===== src/fes_pkg.sv =====
// Package for the flash erase and unsecure command sequencer
package fes_pkg;
	localparam logic [7:0] CMD_ERASE_SECTOR = 8'h0A;
	localparam logic [7:0] CMD_UNSECURE = 8'h0B;
	localparam logic [2:0] IDX_ERASE_LAST = 3'h1;
	localparam logic [2:0] IDX_UNSEC_LAST = 3'h0;
	localparam int CCOB_WORDS = 6;
	// APB byte offsets
	localparam logic [7:0] OFS_INDEX = 8'h00;
	localparam logic [7:0] OFS_DATA = 8'h04;
	localparam logic [7:0] OFS_STATUS = 8'h08;
	localparam logic [7:0] OFS_CONFIG = 8'h0C;
	localparam logic [7:0] OFS_IRQ_STAT = 8'h10;
	localparam logic [7:0] OFS_IRQ_MASK = 8'h14;
	localparam logic [7:0] OFS_SECURE = 8'h18;
	// Status bit positions
	localparam int ST_COMMAND_COMPLETE_FLAG = 7;
	localparam int ST_ACCESS_ERROR_FLAG = 5;
	localparam int ST_PVIOL = 4;
	localparam int ST_VERR = 1;
	localparam int ST_VUNC = 0;
	// Config register fields
	localparam int CF_PSIZE_LSB = 0;
	localparam int CF_EEPROT_LSB = 8;
	localparam int CF_PPROT = 16;
	localparam int CF_EPROT = 17;
	localparam int CF_CMDOK_LSB = 18;
	localparam int CF_INJ_ERR = 30;
	localparam int CF_INJ_UNC = 31;
	localparam logic [4:0] EEPROT_MAX_CODE = 5'h0F;
	localparam logic [17:0] EEPROT_BASE = 18'h00400;
	localparam logic [17:0] EEPROT_STEP = 18'h00020;
	// Interrupt bits: 0 complete, 1 error
	localparam int IRQ_BITS = 2;
	localparam logic [15:0] PFLASH_BLOCKS = 16'h0003;
	localparam int ERASE_TIME_US = 20;
	localparam int CLK_MHZ = 25;
	localparam int ERASE_CYCLES = ERASE_TIME_US * CLK_MHZ;
	localparam logic SECURE_RESET = 1'b1;

	typedef struct packed {
		logic start;
		logic whole;
		logic [17:0] addr;
	} fes_erase_req_t;

	typedef struct packed {
		logic done;
		logic verifyErr;
		logic verifyUnc;
	} fes_erase_rsp_t;
endpackage


===== src/fes_protect_decode.sv =====
// EEPROM protection range decode
`timescale 1ns/100ps
module fes_protect_decode
	import fes_pkg::*;
(
	input wire logic [4:0] eepromProtectSize,
	input wire logic eepromProtectEn,
	output logic [17:0] protectLast
);
	wire logic [4:0] clipped;
	wire logic [17:0] span;
	// Codes above 01111 all give the largest 512 byte range
	assign clipped = (eepromProtectSize > EEPROT_MAX_CODE) ?
		EEPROT_MAX_CODE : eepromProtectSize;
	assign span = 18'(({13'h0, clipped} + 18'h1) * EEPROT_STEP);
	assign protectLast = eepromProtectEn ? 18'(EEPROT_BASE + span - 18'h1) :
		18'h0;
endmodule


===== src/fes_erase_engine.sv =====
// Timed erase and verify engine standing in for the array
`timescale 1ns/100ps
module fes_erase_engine
	import fes_pkg::*;
#(
	parameter int ERASE_CNT = ERASE_CYCLES
)(
	input wire logic mclk,
	input wire logic rstn,
	input wire logic clkEn,
	input wire fes_erase_req_t req,
	input wire logic injectErr,
	input wire logic injectUnc,
	output fes_erase_rsp_t rsp
);
	// The countdown register is 16 bits wide
	if (ERASE_CNT < 1 || ERASE_CNT > 65535)
		$error("ERASE_CNT out of range");
	logic [15:0] count;
	logic busy;
	wire logic lastTick = busy && count == 16'h0001;
	always_ff @(posedge mclk or negedge rstn) begin
		if (!rstn) begin
			count <= 16'h0000;
			busy <= 1'b0;
			rsp <= '0;
		end else if (clkEn) begin
			rsp.done <= lastTick;
			if (req.start) begin
				busy <= 1'b1;
				count <= 16'(ERASE_CNT);
			end else if (busy) begin
				count <= count - 16'h0001;
				busy <= !lastTick;
			end
			// Verify result sampled at end of erase
			if (lastTick) begin
				rsp.verifyErr <= injectErr | injectUnc;
				rsp.verifyUnc <= injectUnc;
			end
		end
	end
endmodule


===== src/fes_sequencer.sv =====
// Flash erase-sector and unsecure command sequencer with APB registers
//
// Summary of operation
// - six 16-bit command words, 3-bit index, byte access
// - EEPROM protect size: 32-byte steps, max 512
// - sector erase needs final index 001
// - command not allowed in mode: access error
// - invalid block bits 17:16: access error
// - address bits 2:0 nonzero: access error
// - protected sector sets protection violation
// - verify errors set verify flags
// - code 0B at index 000 is unsecure
// - unsecure erases all, releases security if verified
// - failed verify keeps security, sets verify error
// - complete flag sets after unsecure, pass or fail
// - unsecure needs final index 000
// - any protection blocks unsecure
// - sector erase: code 0A, address at 000/001
// - command writes ignored while complete flag low
`timescale 1ns/100ps
module fes_sequencer
	import fes_pkg::*;
#(
	parameter int ERASE_CNT = ERASE_CYCLES
)(
	input wire logic mclk,
	input wire logic rstn,
	input wire logic clkEn,
	input wire logic psel,
	input wire logic penable,
	input wire logic pwrite,
	input wire logic [7:0] paddr,
	input wire logic [31:0] pwdata,
	input wire logic [3:0] pstrb,
	output logic [31:0] prdata,
	output logic pready,
	output logic pslverr,
	output logic irq,
	output logic secured
);
	typedef enum logic [1:0] {IDLE, ERASING} fes_state_t;
	fes_state_t state;

	logic [2:0] commandIndex;
	logic [15:0] commandWords [CCOB_WORDS];
	logic commandCompleteFlag;
	logic accessErrorFlag;
	logic protectionViolationFlag;
	logic verifyErrorFlag;
	logic verifyUncorrectableFlag;
	logic [31:0] cfgReg;
	logic [IRQ_BITS-1:0] irqStat;
	logic [IRQ_BITS-1:0] irqMask;
	logic isUnsecure;
	fes_erase_req_t eraseReq;
	fes_erase_rsp_t eraseRsp;
	logic [17:0] protectLast;

	// Index field reaches eight words; two interrupt events
	if (CCOB_WORDS < 1 || CCOB_WORDS > 8)
		$error("command array size outside index reach");
	if (IRQ_BITS != 2)
		$error("interrupt layout needs exactly two bits");

	wire logic access = psel && penable;
	wire logic wr = access && pwrite;
	wire logic hitIndex = paddr == OFS_INDEX;
	wire logic hitData = paddr == OFS_DATA;
	wire logic hitStatus = paddr == OFS_STATUS;
	wire logic hitConfig = paddr == OFS_CONFIG;
	wire logic hitIrqStat = paddr == OFS_IRQ_STAT;
	wire logic hitIrqMask = paddr == OFS_IRQ_MASK;
	wire logic hitSecure = paddr == OFS_SECURE;
	wire logic mapped = hitIndex | hitData | hitStatus | hitConfig |
		hitIrqStat | hitIrqMask | hitSecure;
	wire logic indexValid = commandIndex < 3'(CCOB_WORDS);

	// Command code sits in the high byte of word 0
	wire logic [7:0] cmdCode = commandWords[0][15:8];
	wire logic [1:0] blockSel = commandWords[0][1:0];
	wire logic [17:0] eraseAddr = {blockSel, commandWords[1]};
	wire logic [4:0] eepromProtectSize = cfgReg[CF_EEPROT_LSB +: 5];
	wire logic eepromProtectEn = cfgReg[CF_EPROT];
	wire logic [7:0] pflashProtSectors = cfgReg[CF_PSIZE_LSB +: 8];
	wire logic pflashProtEn = cfgReg[CF_PPROT];
	wire logic [1:0] cmdAllowed = cfgReg[CF_CMDOK_LSB +: 2];

	// Status write: accepted launch clears the complete flag, access error and protection violation write-one-clear
	wire logic statusWr = wr && hitStatus && pstrb[0];
	wire logic launch = statusWr && pwdata[ST_COMMAND_COMPLETE_FLAG] && commandCompleteFlag
		&& state == IDLE && !accessErrorFlag && !protectionViolationFlag;
	wire logic isErase = cmdCode == CMD_ERASE_SECTOR;
	wire logic isUnsec = cmdCode == CMD_UNSECURE;

	// P-Flash protection: lowest 512-byte sectors, config field count plus one
	wire logic [17:0] pprotLast = 18'({pflashProtSectors, 9'h1FF});
	wire logic sectorProt = (pflashProtEn && eraseAddr <= pprotLast) ||
		(eepromProtectEn && eraseAddr[17:9] == protectLast[17:9]) ||
		(eepromProtectEn && eraseAddr >= EEPROT_BASE &&
		eraseAddr <= protectLast);
	wire logic anyProt = pflashProtEn || eepromProtectEn;

	wire logic eraseAccErr = (commandIndex != IDX_ERASE_LAST) ||
		!cmdAllowed[0] ||
		!PFLASH_BLOCKS[blockSel] ||
		(eraseAddr[2:0] != 3'h0);
	wire logic unsecAccErr = (commandIndex != IDX_UNSEC_LAST) ||
		!cmdAllowed[1];
	wire logic launchAccErr = isErase ? eraseAccErr :
		isUnsec ? unsecAccErr : 1'b1;
	wire logic launchProtErr = !launchAccErr &&
		(isErase ? sectorProt : anyProt);
	wire logic launchOk = launch && !launchAccErr && !launchProtErr;
	wire logic launchFail = launch && !launchOk;

	wire logic eventDone = eraseRsp.done || launchFail;
	wire logic eventErr = launchFail || (eraseRsp.done && eraseRsp.verifyErr);
	wire logic [IRQ_BITS-1:0] irqSet = {eventErr, eventDone};
	wire logic [IRQ_BITS-1:0] irqClr = (wr && hitIrqStat) ?
		pwdata[IRQ_BITS-1:0] : '0;

	fes_protect_decode u_protect (
		.eepromProtectSize(eepromProtectSize),
		.eepromProtectEn(eepromProtectEn),
		.protectLast(protectLast)
	);

	fes_erase_engine #(.ERASE_CNT(ERASE_CNT)) u_engine (
		.mclk(mclk),
		.rstn(rstn),
		.clkEn(clkEn),
		.req(eraseReq),
		.injectErr(cfgReg[CF_INJ_ERR]),
		.injectUnc(cfgReg[CF_INJ_UNC]),
		.rsp(eraseRsp)
	);

	assign eraseReq.start = launchOk;
	assign eraseReq.whole = isUnsec;
	assign eraseReq.addr = eraseAddr;

	// Command array; writes dropped while a command runs
	wire logic dataWr = wr && hitData && commandCompleteFlag && indexValid;
	always_ff @(posedge mclk) begin
		if (clkEn && dataWr) begin
			if (pstrb[0])
				commandWords[commandIndex][7:0] <= pwdata[7:0];
			if (pstrb[1])
				commandWords[commandIndex][15:8] <= pwdata[15:8];
		end
	end

	wire logic indexWr = wr && hitIndex && pstrb[0] &&
		commandCompleteFlag;
	wire logic cfgWr = wr && hitConfig && state == IDLE;
	wire logic maskWr = wr && hitIrqMask;
	wire logic idleStatusWr = statusWr && state == IDLE;
	wire logic clearAcc = idleStatusWr && pwdata[ST_ACCESS_ERROR_FLAG];
	wire logic clearProt = idleStatusWr && pwdata[ST_PVIOL];
	wire logic eraseDone = state == ERASING && eraseRsp.done;
	// Failed verify leaves security as it was
	wire logic secureRelease = eraseDone && isUnsecure &&
		!eraseRsp.verifyErr;

	always_ff @(posedge mclk or negedge rstn) begin
		if (!rstn)
			commandIndex <= 3'h0;
		else if (clkEn && indexWr)
			commandIndex <= pwdata[2:0];
	end

	// Protection setup is frozen while a command runs
	always_ff @(posedge mclk or negedge rstn) begin
		if (!rstn)
			cfgReg <= 32'h0000_0000;
		else if (clkEn && cfgWr)
			cfgReg <= pwdata;
	end

	always_ff @(posedge mclk or negedge rstn) begin
		if (!rstn)
			irqMask <= '0;
		else if (clkEn && maskWr)
			irqMask <= pwdata[IRQ_BITS-1:0];
	end

	// Set wins over a clear in the same cycle
	always_ff @(posedge mclk or negedge rstn) begin
		if (!rstn)
			irqStat <= '0;
		else if (clkEn)
			irqStat <= (irqStat & ~irqClr) | irqSet;
	end

	always_ff @(posedge mclk or negedge rstn) begin
		if (!rstn)
			state <= IDLE;
		else if (clkEn) begin
			unique case (state)
				IDLE:
					if (launchOk)
						state <= ERASING;
				ERASING:
					if (eraseRsp.done)
						state <= IDLE;
			endcase
		end
	end

	always_ff @(posedge mclk or negedge rstn) begin
		if (!rstn)
			commandCompleteFlag <= 1'b1;
		else if (clkEn && launchOk)
			commandCompleteFlag <= 1'b0;
		else if (clkEn && eraseDone)
			commandCompleteFlag <= 1'b1;
	end

	// Launch result outranks a clear in the same write
	always_ff @(posedge mclk or negedge rstn) begin
		if (!rstn)
			accessErrorFlag <= 1'b0;
		else if (clkEn && launch)
			accessErrorFlag <= launchAccErr;
		else if (clkEn && clearAcc)
			accessErrorFlag <= 1'b0;
	end

	always_ff @(posedge mclk or negedge rstn) begin
		if (!rstn)
			protectionViolationFlag <= 1'b0;
		else if (clkEn && launch)
			protectionViolationFlag <= launchProtErr;
		else if (clkEn && clearProt)
			protectionViolationFlag <= 1'b0;
	end

	// Verify flags keep the last result until a new launch
	always_ff @(posedge mclk or negedge rstn) begin
		if (!rstn) begin
			verifyErrorFlag <= 1'b0;
			verifyUncorrectableFlag <= 1'b0;
		end else if (clkEn && launch) begin
			verifyErrorFlag <= 1'b0;
			verifyUncorrectableFlag <= 1'b0;
		end else if (clkEn && eraseDone) begin
			verifyErrorFlag <= eraseRsp.verifyErr;
			verifyUncorrectableFlag <= eraseRsp.verifyUnc;
		end
	end

	// Remembers which command runs, for the finish step
	always_ff @(posedge mclk or negedge rstn) begin
		if (!rstn)
			isUnsecure <= 1'b0;
		else if (clkEn && launch)
			isUnsecure <= isUnsec;
	end

	always_ff @(posedge mclk or negedge rstn) begin
		if (!rstn)
			secured <= SECURE_RESET;
		else if (clkEn && secureRelease)
			secured <= 1'b0;
	end

	logic [31:0] statusWord;
	always_comb begin
		statusWord = 32'h0000_0000;
		statusWord[ST_COMMAND_COMPLETE_FLAG] = commandCompleteFlag;
		statusWord[ST_ACCESS_ERROR_FLAG] = accessErrorFlag;
		statusWord[ST_PVIOL] = protectionViolationFlag;
		statusWord[ST_VERR] = verifyErrorFlag;
		statusWord[ST_VUNC] = verifyUncorrectableFlag;
	end
	wire logic [15:0] dataWord = indexValid ? commandWords[commandIndex] :
		16'h0000;
	// Unmapped offsets and index slots 6 and 7 read as zero
	wire logic [31:0] readMux =
		hitIndex ? {29'h0, commandIndex} :
		hitData ? {16'h0, dataWord} :
		hitStatus ? statusWord :
		hitConfig ? cfgReg :
		hitIrqStat ? 32'(irqStat) :
		hitIrqMask ? 32'(irqMask) :
		hitSecure ? {31'h0, secured} : 32'h0000_0000;

	// Read data is latched at setup, so no wait state is needed
	assign pready = 1'b1;
	assign pslverr = access && !mapped;
	always_ff @(posedge mclk or negedge rstn) begin
		if (!rstn)
			prdata <= 32'h0000_0000;
		else if (clkEn && psel && !penable && !pwrite)
			prdata <= readMux;
	end
	assign irq = |(irqStat & irqMask);
endmodule


===== config.mk =====
export PLATFORM = sky130hd
export DESIGN_NAME = fes_sequencer
export DESIGN_NICKNAME = d
export VERILOG_FILES = /design/src/fes_pkg.sv /design/src/fes_protect_decode.sv /design/src/fes_erase_engine.sv /design/src/fes_sequencer.sv
export SDC_FILE = /design/constraint.sdc
export NUM_CORES = 1
export LEC_CHECK = 0
export BUFFER_PORTS_ARGS = -buffer_cell sky130_fd_sc_hd__buf_2
export CAP_MARGIN = 25
export CELL_PAD_IN_SITES_DETAIL_PLACEMENT = 0
export CELL_PAD_IN_SITES_GLOBAL_PLACEMENT = 1
export CORE_MARGIN = 2
export CORE_UTILIZATION = 44
export DETAILED_ROUTE_END_ITERATION = 16
export HOLD_SLACK_MARGIN = 0.05
export PLACE_DENSITY = 0.82
export SKIP_CTS_REPAIR_TIMING = 1
export SYNTH_ARGS = -nofsm -noshare
export SYNTH_HDL_FRONTEND = slang
export SYNTH_HIERARCHICAL = 1
export SYNTH_SLANG_ARGS = --single-unit

===== constraint.sdc =====
create_clock -name mclk -period 4.4 [get_ports mclk]
set_input_delay 0.88 -clock mclk [delete_from_list [all_inputs] [get_ports mclk]]
set_output_delay 0.88 -clock mclk [all_outputs]
set_load 0.01 [all_outputs]

Word level (Yosys, flattened, before mapping)
Memory sizes are Yosys's and may differ from the RTL's.
Cells that the tools add are included.
{"block": "classes", "n_addsub": 4, "n_lt_le_gt_ge": 6, "n_eq_ne": 14, "mux": 39, "n_bitwise": 11, "reduce_logical": 84}
{"operator": "two-way mux 32 bit", "count": 4}
{"operator": "logical AND 1 bit", "count": 49}
{"operator": "two-way mux 16 bit", "count": 3}
{"operator": "== test 8 x 4 -> 1 bit (second input constant)", "count": 4}
{"operator": "== test 8 x 5 -> 1 bit (second input constant)", "count": 3}
{"operator": "two-way mux 1 bit", "count": 23}
{"operator": "adder 11 x 18 -> 18 bit (first input constant)", "count": 1}
{"operator": "greater-or-equal comparator 18 x 11 -> 1 bit (second input constant)", "count": 1}
{"operator": "less-or-equal comparator 18 x 17 -> 1 bit", "count": 1}
{"operator": "less-or-equal comparator 18 bit", "count": 1}
{"operator": "two-way mux 18 bit", "count": 1}
{"operator": "subtractor 18 x 1 -> 18 bit (second input constant)", "count": 1}
{"operator": "== test 16 x 1 -> 1 bit (second input constant)", "count": 1}
{"operator": "subtractor 16 x 1 -> 16 bit (second input constant)", "count": 1}
{"operator": "logical NOT 1 bit", "count": 13}
{"operator": "two-way mux 2 bit", "count": 5}
{"operator": "nonzero test 2 bit", "count": 5}
{"operator": "== test 9 bit", "count": 1}
{"operator": "logical OR 1 bit", "count": 9}
{"operator": "== test 8 x 3 -> 1 bit (second input constant)", "count": 1}
{"operator": "logical NOT 8 bit", "count": 1}
{"operator": "bitwise OR 1 bit", "count": 7}
{"operator": "adder 5 x 1 -> 6 bit (second input constant)", "count": 1}
{"operator": "nonzero test 3 bit", "count": 2}
{"operator": "other kinds (17)", "count": 19}
{"block": "totals", "ff_bits": 100, "mem_bits_rw": 96, "word_cells": 177, "memories": 1}
{"memory": "commandWords", "words": 6, "word_bits": 16, "read_ports": 3, "rd_clocked_by_memory_dff": 0, "write_ports": 1, "line_no": "fes_sequencer.sv:45", "rtl": "logic [15:0] commandWords [CCOB_WORDS];"}

Logic depth before layout (Yosys ltp)
{"block": "depth", "word_depth": 18, "mapped_depth": 18, "depth_no_buf": 16}

Hierarchy
Netlist, hierarchy kept.
{"module": "fes_sequencer", "n_inst": 1, "cells_per_inst": 622, "area_each_um2": 8156.6, "seq_area_each_um2": 4862.2}
{"module": "fes_erase_engine", "n_inst": 1, "cells_per_inst": 104, "area_each_um2": 1018.5, "seq_area_each_um2": 500.5}
{"module": "fes_protect_decode", "n_inst": 1, "cells_per_inst": 29, "area_each_um2": 197.7, "seq_area_each_um2": 0.0}

Worst setup path before layout
OpenSTA, ideal clock, no wires.
{"block": "synth_path", "path_kind": "register to register", "from": "register cfgReg[12]", "to": "register u_engine.count[13]", "setup_ps": 78, "arrival_time_ps": 4014, "required_time_ps": 4322, "slack_ps": 309, "stages_incl_launch_ff": 19, "period_less_slack_ps": 4091, "cell_sequence": "dfrtp_1 or2_1 ha_1 and3b_1 o22ai_1 inv_1 ha_1 and3_1 nand3_1 a311o_1 a31oi_1 o221ai_1 nor3_1 clkbuf_1 nor2_1 or3_1 clkbuf_1 or4_1 a21oi_1"}
{"block": "synth_via", "elab_chain_len": 16, "word_cells_on_any_way": 19, "cone_classes": "add/sub (3); order compare (2); eq/ne (1); mux (4); reduce/logical (9)"}
{"item": "start, declared", "line_no": "fes_sequencer.sv:51", "rtl": "logic [31:0] cfgReg;"}
{"item": "start signal, assigned", "line_no": "fes_sequencer.sv:177", "rtl": "cfgReg <= pwdata;"}
{"item": "> comparator 5 x 4 -> 1 bit", "line_no": "fes_protect_decode.sv:13", "rtl": "assign clipped = (eepromProtectSize > EEPROT_MAX_CODE) ?"}
{"item": "two-way mux 5 bit (*)", "line_no": "fes_protect_decode.sv:13"}
{"item": "adder 5 x 1 -> 6 bit (*)", "line_no": "fes_protect_decode.sv:15", "rtl": "assign span = 18'(({13'h0, clipped} + 18'h1) * EEPROT_STEP);"}
{"item": "adder 11 x 18 -> 18 bit (*)", "line_no": "fes_protect_decode.sv:16", "rtl": "assign protectLast = eepromProtectEn ? 18'(EEPROT_BASE + span - 18'h1) :"}
{"item": "subtractor 18 x 1 -> 18 bit (*)", "line_no": "fes_protect_decode.sv:16"}
{"item": "two-way mux 18 bit (*)", "line_no": "fes_protect_decode.sv:16"}
{"item": "named net protectLast[10]", "line_no": "fes_sequencer.sv:57", "rtl": "logic [17:0] protectLast;"}
{"item": "branches (longest 3 deep; another with less-or-equal comparator 18 bit)"}
{"item": "logical OR 1 bit (*)", "line_no": "fes_sequencer.sv:98", "rtl": "(eepromProtectEn && eraseAddr[17:9] == protectLast[17:9]) ||"}
{"item": "two-way mux 1 bit (*)", "line_no": "fes_sequencer.sv:112", "rtl": "(isErase ? sectorProt : anyProt);"}
{"item": "logical AND 1 bit (*)", "line_no": "fes_sequencer.sv:111", "rtl": "wire logic launchProtErr = !launchAccErr &&"}
{"item": "logical NOT 1 bit (*)", "line_no": "fes_sequencer.sv:113", "rtl": "wire logic launchOk = launch && !launchAccErr && !launchProtErr;"}
{"item": "logical AND 1 bit (*)", "line_no": "fes_sequencer.sv:113"}
{"item": "named net launchOk", "line_no": "fes_sequencer.sv:113"}
{"item": "nonzero test 2 bit (no line)"}
{"item": "AND reduction 2 bit (no line)"}
{"item": "end signal, assigned", "line_no": "fes_erase_engine.sv:31", "rtl": "count <= 16'(ERASE_CNT);"}
{"item": "end signal, assigned", "line_no": "fes_erase_engine.sv:33", "rtl": "count <= count - 16'h0001;"}
{"item": "end, declared", "line_no": "fes_erase_engine.sv:19", "rtl": "logic [15:0] count;"}
Mark *: on every way through the listed nets, which the timed path passes.
A chain may end at the register's enable or synchronous reset.

Worst setup path after layout
{"block": "layout_path", "from": "register cfgReg[12]", "to": "register u_engine.count[15]"}
The elaborated chain is that of the path after synthesis.

==> flow_summary.html <==
<table>
<tr><th>Metric</th><th>Value</th></tr>
<tr><th colspan="2">Detailed routing</th></tr>
<tr><td>Total number of vias</td><td>roughly 6200</td></tr>
<tr><td>Number of nets with antenna violations after detailed routing</td><td>0</td></tr>
<tr><td>Post-detailed-route via-to-cell ratio</td><td>approximately 5.5</td></tr>
<tr><td>Routed length per instance</td><td>between 15 and 20 µm</td></tr>
<tr><td>Initial DRT Pass Iterations</td><td>5</td></tr>
<tr><td>Number of DRC markers after the initial detailed-route iteration</td><td>between 400 and 500</td></tr>
<tr><td>DRC errors left</td><td>0</td></tr>
<tr><td>Final wirelength</td><td>roughly 22000 µm</td></tr>
<tr><th colspan="2">Timing</th></tr>
<tr><td>Number of setup violations in the final report</td><td>0</td></tr>
<tr><td>Clock skew after layout</td><td>0.01148 ns</td></tr>
<tr><td>Time the worst path needs with I/O delays and setup</td><td>roughly 4.2 ns</td></tr>
<tr><td>Final number of hold-violating endpoints</td><td>0</td></tr>
<tr><td>Portion of the clock cycle consumed by the worst path in the final layout</td><td>0.9552</td></tr>
<tr><td>Max-slew violation count</td><td>0</td></tr>
<tr><td>Unrepaired setup endpoints after global routing</td><td>false</td></tr>
<tr><td>Timing-limited maximum frequency</td><td>between 200 and 250 MHz</td></tr>
<tr><td>Worst slew margin</td><td>0.5098</td></tr>
<tr><td>Worst Tran Pin Value</td><td>between 0.7 and 0.8 ns</td></tr>
<tr><td>Crit path setup slack, layout</td><td>just under 0.2 ns</td></tr>
<tr><td>Final-layout setup total negative slack</td><td>0 ns</td></tr>
<tr><th colspan="2">Logic synthesis</th></tr>
<tr><td>Cell area after technology mapping</td><td>0.009373 mm²</td></tr>
<tr><td>Count of state elements after synthesis</td><td>between 150 and 200</td></tr>
<tr><td>Number of different library cells in the post-synthesis netlist</td><td>73</td></tr>
<tr><td>Sequential fraction of the synthesis area</td><td>0.5722</td></tr>
<tr><td>Gate Count Post-Synth</td><td>roughly 760</td></tr>
<tr><td>Share of flip-flops with an asynchronous set or reset after synthesis</td><td>0.5077</td></tr>
<tr><td>Leading register cell type out of synthesis</td><td>sky130_fd_sc_hd__dfrtp_1</td></tr>
<tr><td>Cell taking the most area after synthesis</td><td>sky130_fd_sc_hd__edfxtp_1</td></tr>
<tr><td>Synthesis warning total</td><td>6</td></tr>
<tr><td>Synth top area share</td><td>0.3076</td></tr>
<tr><td>Mean instance size in the synthesized netlist</td><td>roughly 12 µm²</td></tr>
<tr><td>Number of enable flip-flop cells after synthesis</td><td>96</td></tr>
<tr><td>Cell types with the largest area share after synthesis</td><td>sky130_fd_sc_hd__edfxtp_1, sky130_fd_sc_hd__dfrtp_1, sky130_fd_sc_hd__mux2_4</td></tr>
<tr><th colspan="2">CTS</th></tr>
<tr><td>Clock root buffer</td><td>sky130_fd_sc_hd__clkbuf_16</td></tr>
<tr><td>Clock input transition at the sequential cells of the worst setup and hold paths</td><td>about 0.080 ns</td></tr>
<tr><td>Level count of the clock H-tree</td><td>4</td></tr>
<tr><td>Clock buffers created by TritonCTS</td><td>17</td></tr>
<tr><td>Worst-skew pair later-pin latency</td><td>approximately 0.44 ns</td></tr>
<tr><td>Buffer depth of the longest clock path</td><td>2</td></tr>
<tr><td>Clock Sink Count</td><td>around 200</td></tr>
<tr><td>Clock tree from TritonCTS</td><td>done</td></tr>
<tr><th colspan="2">Layout</th></tr>
<tr><td>Area of all sequential standard cells</td><td>between 0.005 and 0.006 mm²</td></tr>
<tr><td>Top library cells by usage in the layout, fill and taps aside</td><td>sky130_fd_sc_hd__dfrtp_1, sky130_fd_sc_hd__edfxtp_1, sky130_fd_sc_hd__buf_2, sky130_fd_sc_hd__nand2_1, sky130_fd_sc_hd__inv_1</td></tr>
<tr><td>Share of layout cells above drive strength 1</td><td>0.2582</td></tr>
<tr><td>Inserted Diodes</td><td>0</td></tr>
<tr><td>Utilization after layout</td><td>0.5114</td></tr>
<tr><td>Number of nets in the layout</td><td>~920</td></tr>
<tr><td>Synth-to-Final Area Change</td><td>14.34%</td></tr>
<tr><td>Layout Cells excl Fill</td><td>around 1100</td></tr>
<tr><td>Multi-input combinational cell area</td><td>between 0.003 and 0.004 mm²</td></tr>
<tr><td>Total non-filler cell area in the finished layout</td><td>between 0.01 and 0.015 mm²</td></tr>
<tr><td>Total of fill cells in the finished design</td><td>around 1900</td></tr>
<tr><th colspan="2">Global routing</th></tr>
<tr><td>Global-route usage over all layers</td><td>0.2034</td></tr>
<tr><td>First-pass GRT wire length</td><td>between 30000 and 40000 µm</td></tr>
<tr><td>Number of global-route vias before repair</td><td>between 6000 and 7000</td></tr>
<tr><td>Largest net degree at the start of global routing</td><td>between 40 and 50</td></tr>
<tr><td>Global route overflow</td><td>0</td></tr>
<tr><td>Antenna violations before repair</td><td>0</td></tr>
<tr><th colspan="2">Floorplan</th></tr>
<tr><td>Starting utilization of the core area</td><td>0.4473</td></tr>
<tr><td>Overall die height</td><td>150.0 µm</td></tr>
<tr><td>Width of the chip</td><td>between 100 and 150 µm</td></tr>
<tr><td>Standard-cell rows</td><td>53</td></tr>
<tr><td>Die area</td><td>0.02249 mm²</td></tr>
<tr><td>Number of top-level pins</td><td>86</td></tr>
<tr><td>Area inside the core boundary</td><td>0.02096 mm²</td></tr>
<tr><th colspan="2">Worst setup path</th></tr>
<tr><td>Gate family responsible for the most delay along the worst path</td><td>simple AND/OR/NAND/NOR gates</td></tr>
<tr><td>Biggest cell delay along the critical path</td><td>about 0.47 ns</td></tr>
<tr><td>Critical setup path kind</td><td>flop to flop</td></tr>
<tr><td>Cell with the biggest individual delay on the critical path</td><td>sky130_fd_sc_hd__or4_1</td></tr>
<tr><td>Cells traversed along the worst timing path</td><td>or2_1, ha_1, nor4b_1, o22ai_1, inv_1, ha_1, and3_1, nand3_1, a311o_1, a31oi_1, o221ai_2, nor3_2, buf_4, nor2_1, or3_4, or4_1, a21oi_1</td></tr>
<tr><td>Arrival time of the worst setup path</td><td>4.57 ns</td></tr>
<tr><td>Depth of the critical timing path with buffers and inverters included</td><td>17</td></tr>
<tr><td>Most used cell along the critical path</td><td>sky130_fd_sc_hd__ha_1</td></tr>
<tr><td>Nature of the critical path endpoint</td><td>flop</td></tr>
<tr><td>Endpoint required time on the critical path</td><td>4.77 ns</td></tr>
<tr><td>Crit-path max FO</td><td>9</td></tr>
<tr><td>Register-to-register setup slack</td><td>between 0.15 and 0.2 ns</td></tr>
<tr><td>Logic depth of the worst register-to-register path</td><td>17</td></tr>
<tr><td>Critical path buffer and inverter count</td><td>2</td></tr>
<tr><td>Crit start category</td><td>flop</td></tr>
<tr><th colspan="2">Place</th></tr>
<tr><td>Area post-placement</td><td>around 0.010 mm²</td></tr>
<tr><td>HPWL after DPL</td><td>about 15000 µm</td></tr>
<tr><td>Worst slack at placement</td><td>0.1896 ns</td></tr>
<tr><td>Number of buffers inserted by port buffering</td><td>82</td></tr>
<tr><td>Placer congestion estimate</td><td>~0.8</td></tr>
<tr><td>Cell Count Post-Placement</td><td>about 1100</td></tr>
<tr><th colspan="2">Status</th></tr>
<tr><td>Status</td><td>complete, no violations</td></tr>
<tr><th colspan="2">Job</th></tr>
<tr><td>Count of max-cap constraint violations</td><td>0</td></tr>
<tr><th colspan="2">Power</th></tr>
<tr><td>Leakage</td><td>about 4.5 nW</td></tr>
<tr><td>Worst VDD drop</td><td>0.2427 mV</td></tr>
<tr><td>Power Dens Cells</td><td>between 300 and 400 mW/mm²</td></tr>
<tr><th colspan="2">Hold path</th></tr>
<tr><td>Class of the tightest hold or removal check</td><td>input pin to asynchronous set/reset pin</td></tr>
</table>
## stage by stage
stage	total power [mW]	hold slack, ns
2_1_floorplan	2.077	0.4383
3_3_place_gp	2.177	0.4568
3_5_place_dp	2.181	0.4645
4_1_cts	3.678	0.4663
5_1_grt	3.777	0.4799
6_report	3.643	0.4568
## final timing paths
path,to,from
max,u_engine/count[15],cfgReg[12]
min,prdata[14],rstn
max reg2reg,u_engine/count[15],cfgReg[12]
min reg2reg,prdata[27],prdata[27]
max in group asynchronous,prdata[28],rstn
min in group mclk,prdata[27],prdata[27]
## layer usage
layer | global-route usage | share of wire | vias to the layer above
met3 | 0.03750 | 0.034 | 30
met1 | 0.2805 | 0.45 | 3094
met4 | 0.06415 | 0.020 | 0
met2 | 0.3276 | 0.50 | 134
li1 | - | - | 2935
met5 | 0 | 0 | -
## power breakdown
part           internal [mW]  switching (mW)  leakage (nW)
clock                  0.797           0.706         0.283
sequential              1.94          0.0160          2.21
combinational         0.0678           0.113          2.04
## registers in the layout, indices dropped and copies added, names as in the netlist
register	count
isUnsecure	1
commandIndex	3
prdata	32
commandWords	96
irqMask	2
protectionViolationFlag	1
cfgReg	32
verifyUncorrectableFlag	1
secured	1
irqStat	2
u_engine/busy	1
verifyErrorFlag	1
state	1
u_engine/count	16
accessErrorFlag	1
commandCompleteFlag	1
u_engine/rsp	3
## layout make-up
type	instances	share of cell area
inverters	52	0.01821
repair buffers	113	0.06025
clock buffers	17	0.03970
well taps	275	0.03211
flip-flops and latches	195	0.5005
clock inverters	14	0.01343
multi-input cells	465	0.3358
## synthesized netlist by cell type (6+ instances only)
cell type                  count
sky130_fd_sc_hd__dfrtp_1      97
sky130_fd_sc_hd__a21oi_1      20
sky130_fd_sc_hd__mux2i_1      22
sky130_fd_sc_hd__a31oi_1       6
sky130_fd_sc_hd__nor4_1        7
sky130_fd_sc_hd__buf_4        15
sky130_fd_sc_hd__buf_2         6
sky130_fd_sc_hd__a221oi_1     11
sky130_fd_sc_hd__mux4_2       16
sky130_fd_sc_hd__nand4_1       8
sky130_fd_sc_hd__or4_1         7
sky130_fd_sc_hd__ha_1         29
sky130_fd_sc_hd__mux2_4       28
sky130_fd_sc_hd__clkbuf_1     22
sky130_fd_sc_hd__edfxtp_1     96
sky130_fd_sc_hd__o22ai_1      18
sky130_fd_sc_hd__nor3_1        8
sky130_fd_sc_hd__inv_1        51
sky130_fd_sc_hd__nand3_1      12
sky130_fd_sc_hd__and3_1       12
sky130_fd_sc_hd__o21ai_0      37
sky130_fd_sc_hd__nor2_1       48
sky130_fd_sc_hd__nand2_1      67
sky130_fd_sc_hd__a21o_1        6
sky130_fd_sc_hd__mux2_2        9
## worst register-to-register path: stages (launching register included)
cell and delay [ns]:
sky130_fd_sc_hd__dfrtp_1 0.42, sky130_fd_sc_hd__or2_1 0.26, sky130_fd_sc_hd__ha_1 0.30, sky130_fd_sc_hd__nor4b_1 0.29, sky130_fd_sc_hd__o22ai_1 0.14, sky130_fd_sc_hd__inv_1 0.07, sky130_fd_sc_hd__ha_1 0.12, sky130_fd_sc_hd__and3_1 0.16
sky130_fd_sc_hd__nand3_1 0.14, sky130_fd_sc_hd__a311o_1 0.37, sky130_fd_sc_hd__a31oi_1 0.22, sky130_fd_sc_hd__o221ai_2 0.17, sky130_fd_sc_hd__nor3_2 0.20, sky130_fd_sc_hd__buf_4 0.18, sky130_fd_sc_hd__nor2_1 0.07, sky130_fd_sc_hd__or3_4 0.41
sky130_fd_sc_hd__or4_1 0.47, sky130_fd_sc_hd__a21oi_1 0.16
## logic make-up after synthesis
group                      after synthesis  synth area share
AOI/OAI and AO/OA                      126           0.08731
other                                    2         0.0008013
and+or+nand+nor                        223            0.1300
adders and majority gates               29           0.03871
muxes                                   75            0.1176
DFF                                    195            0.5722
xor gates and xnor gates                 4          0.003737
buffers and inverters                  101           0.04966
No activity file was read; power rests on OpenSTA's default activity.
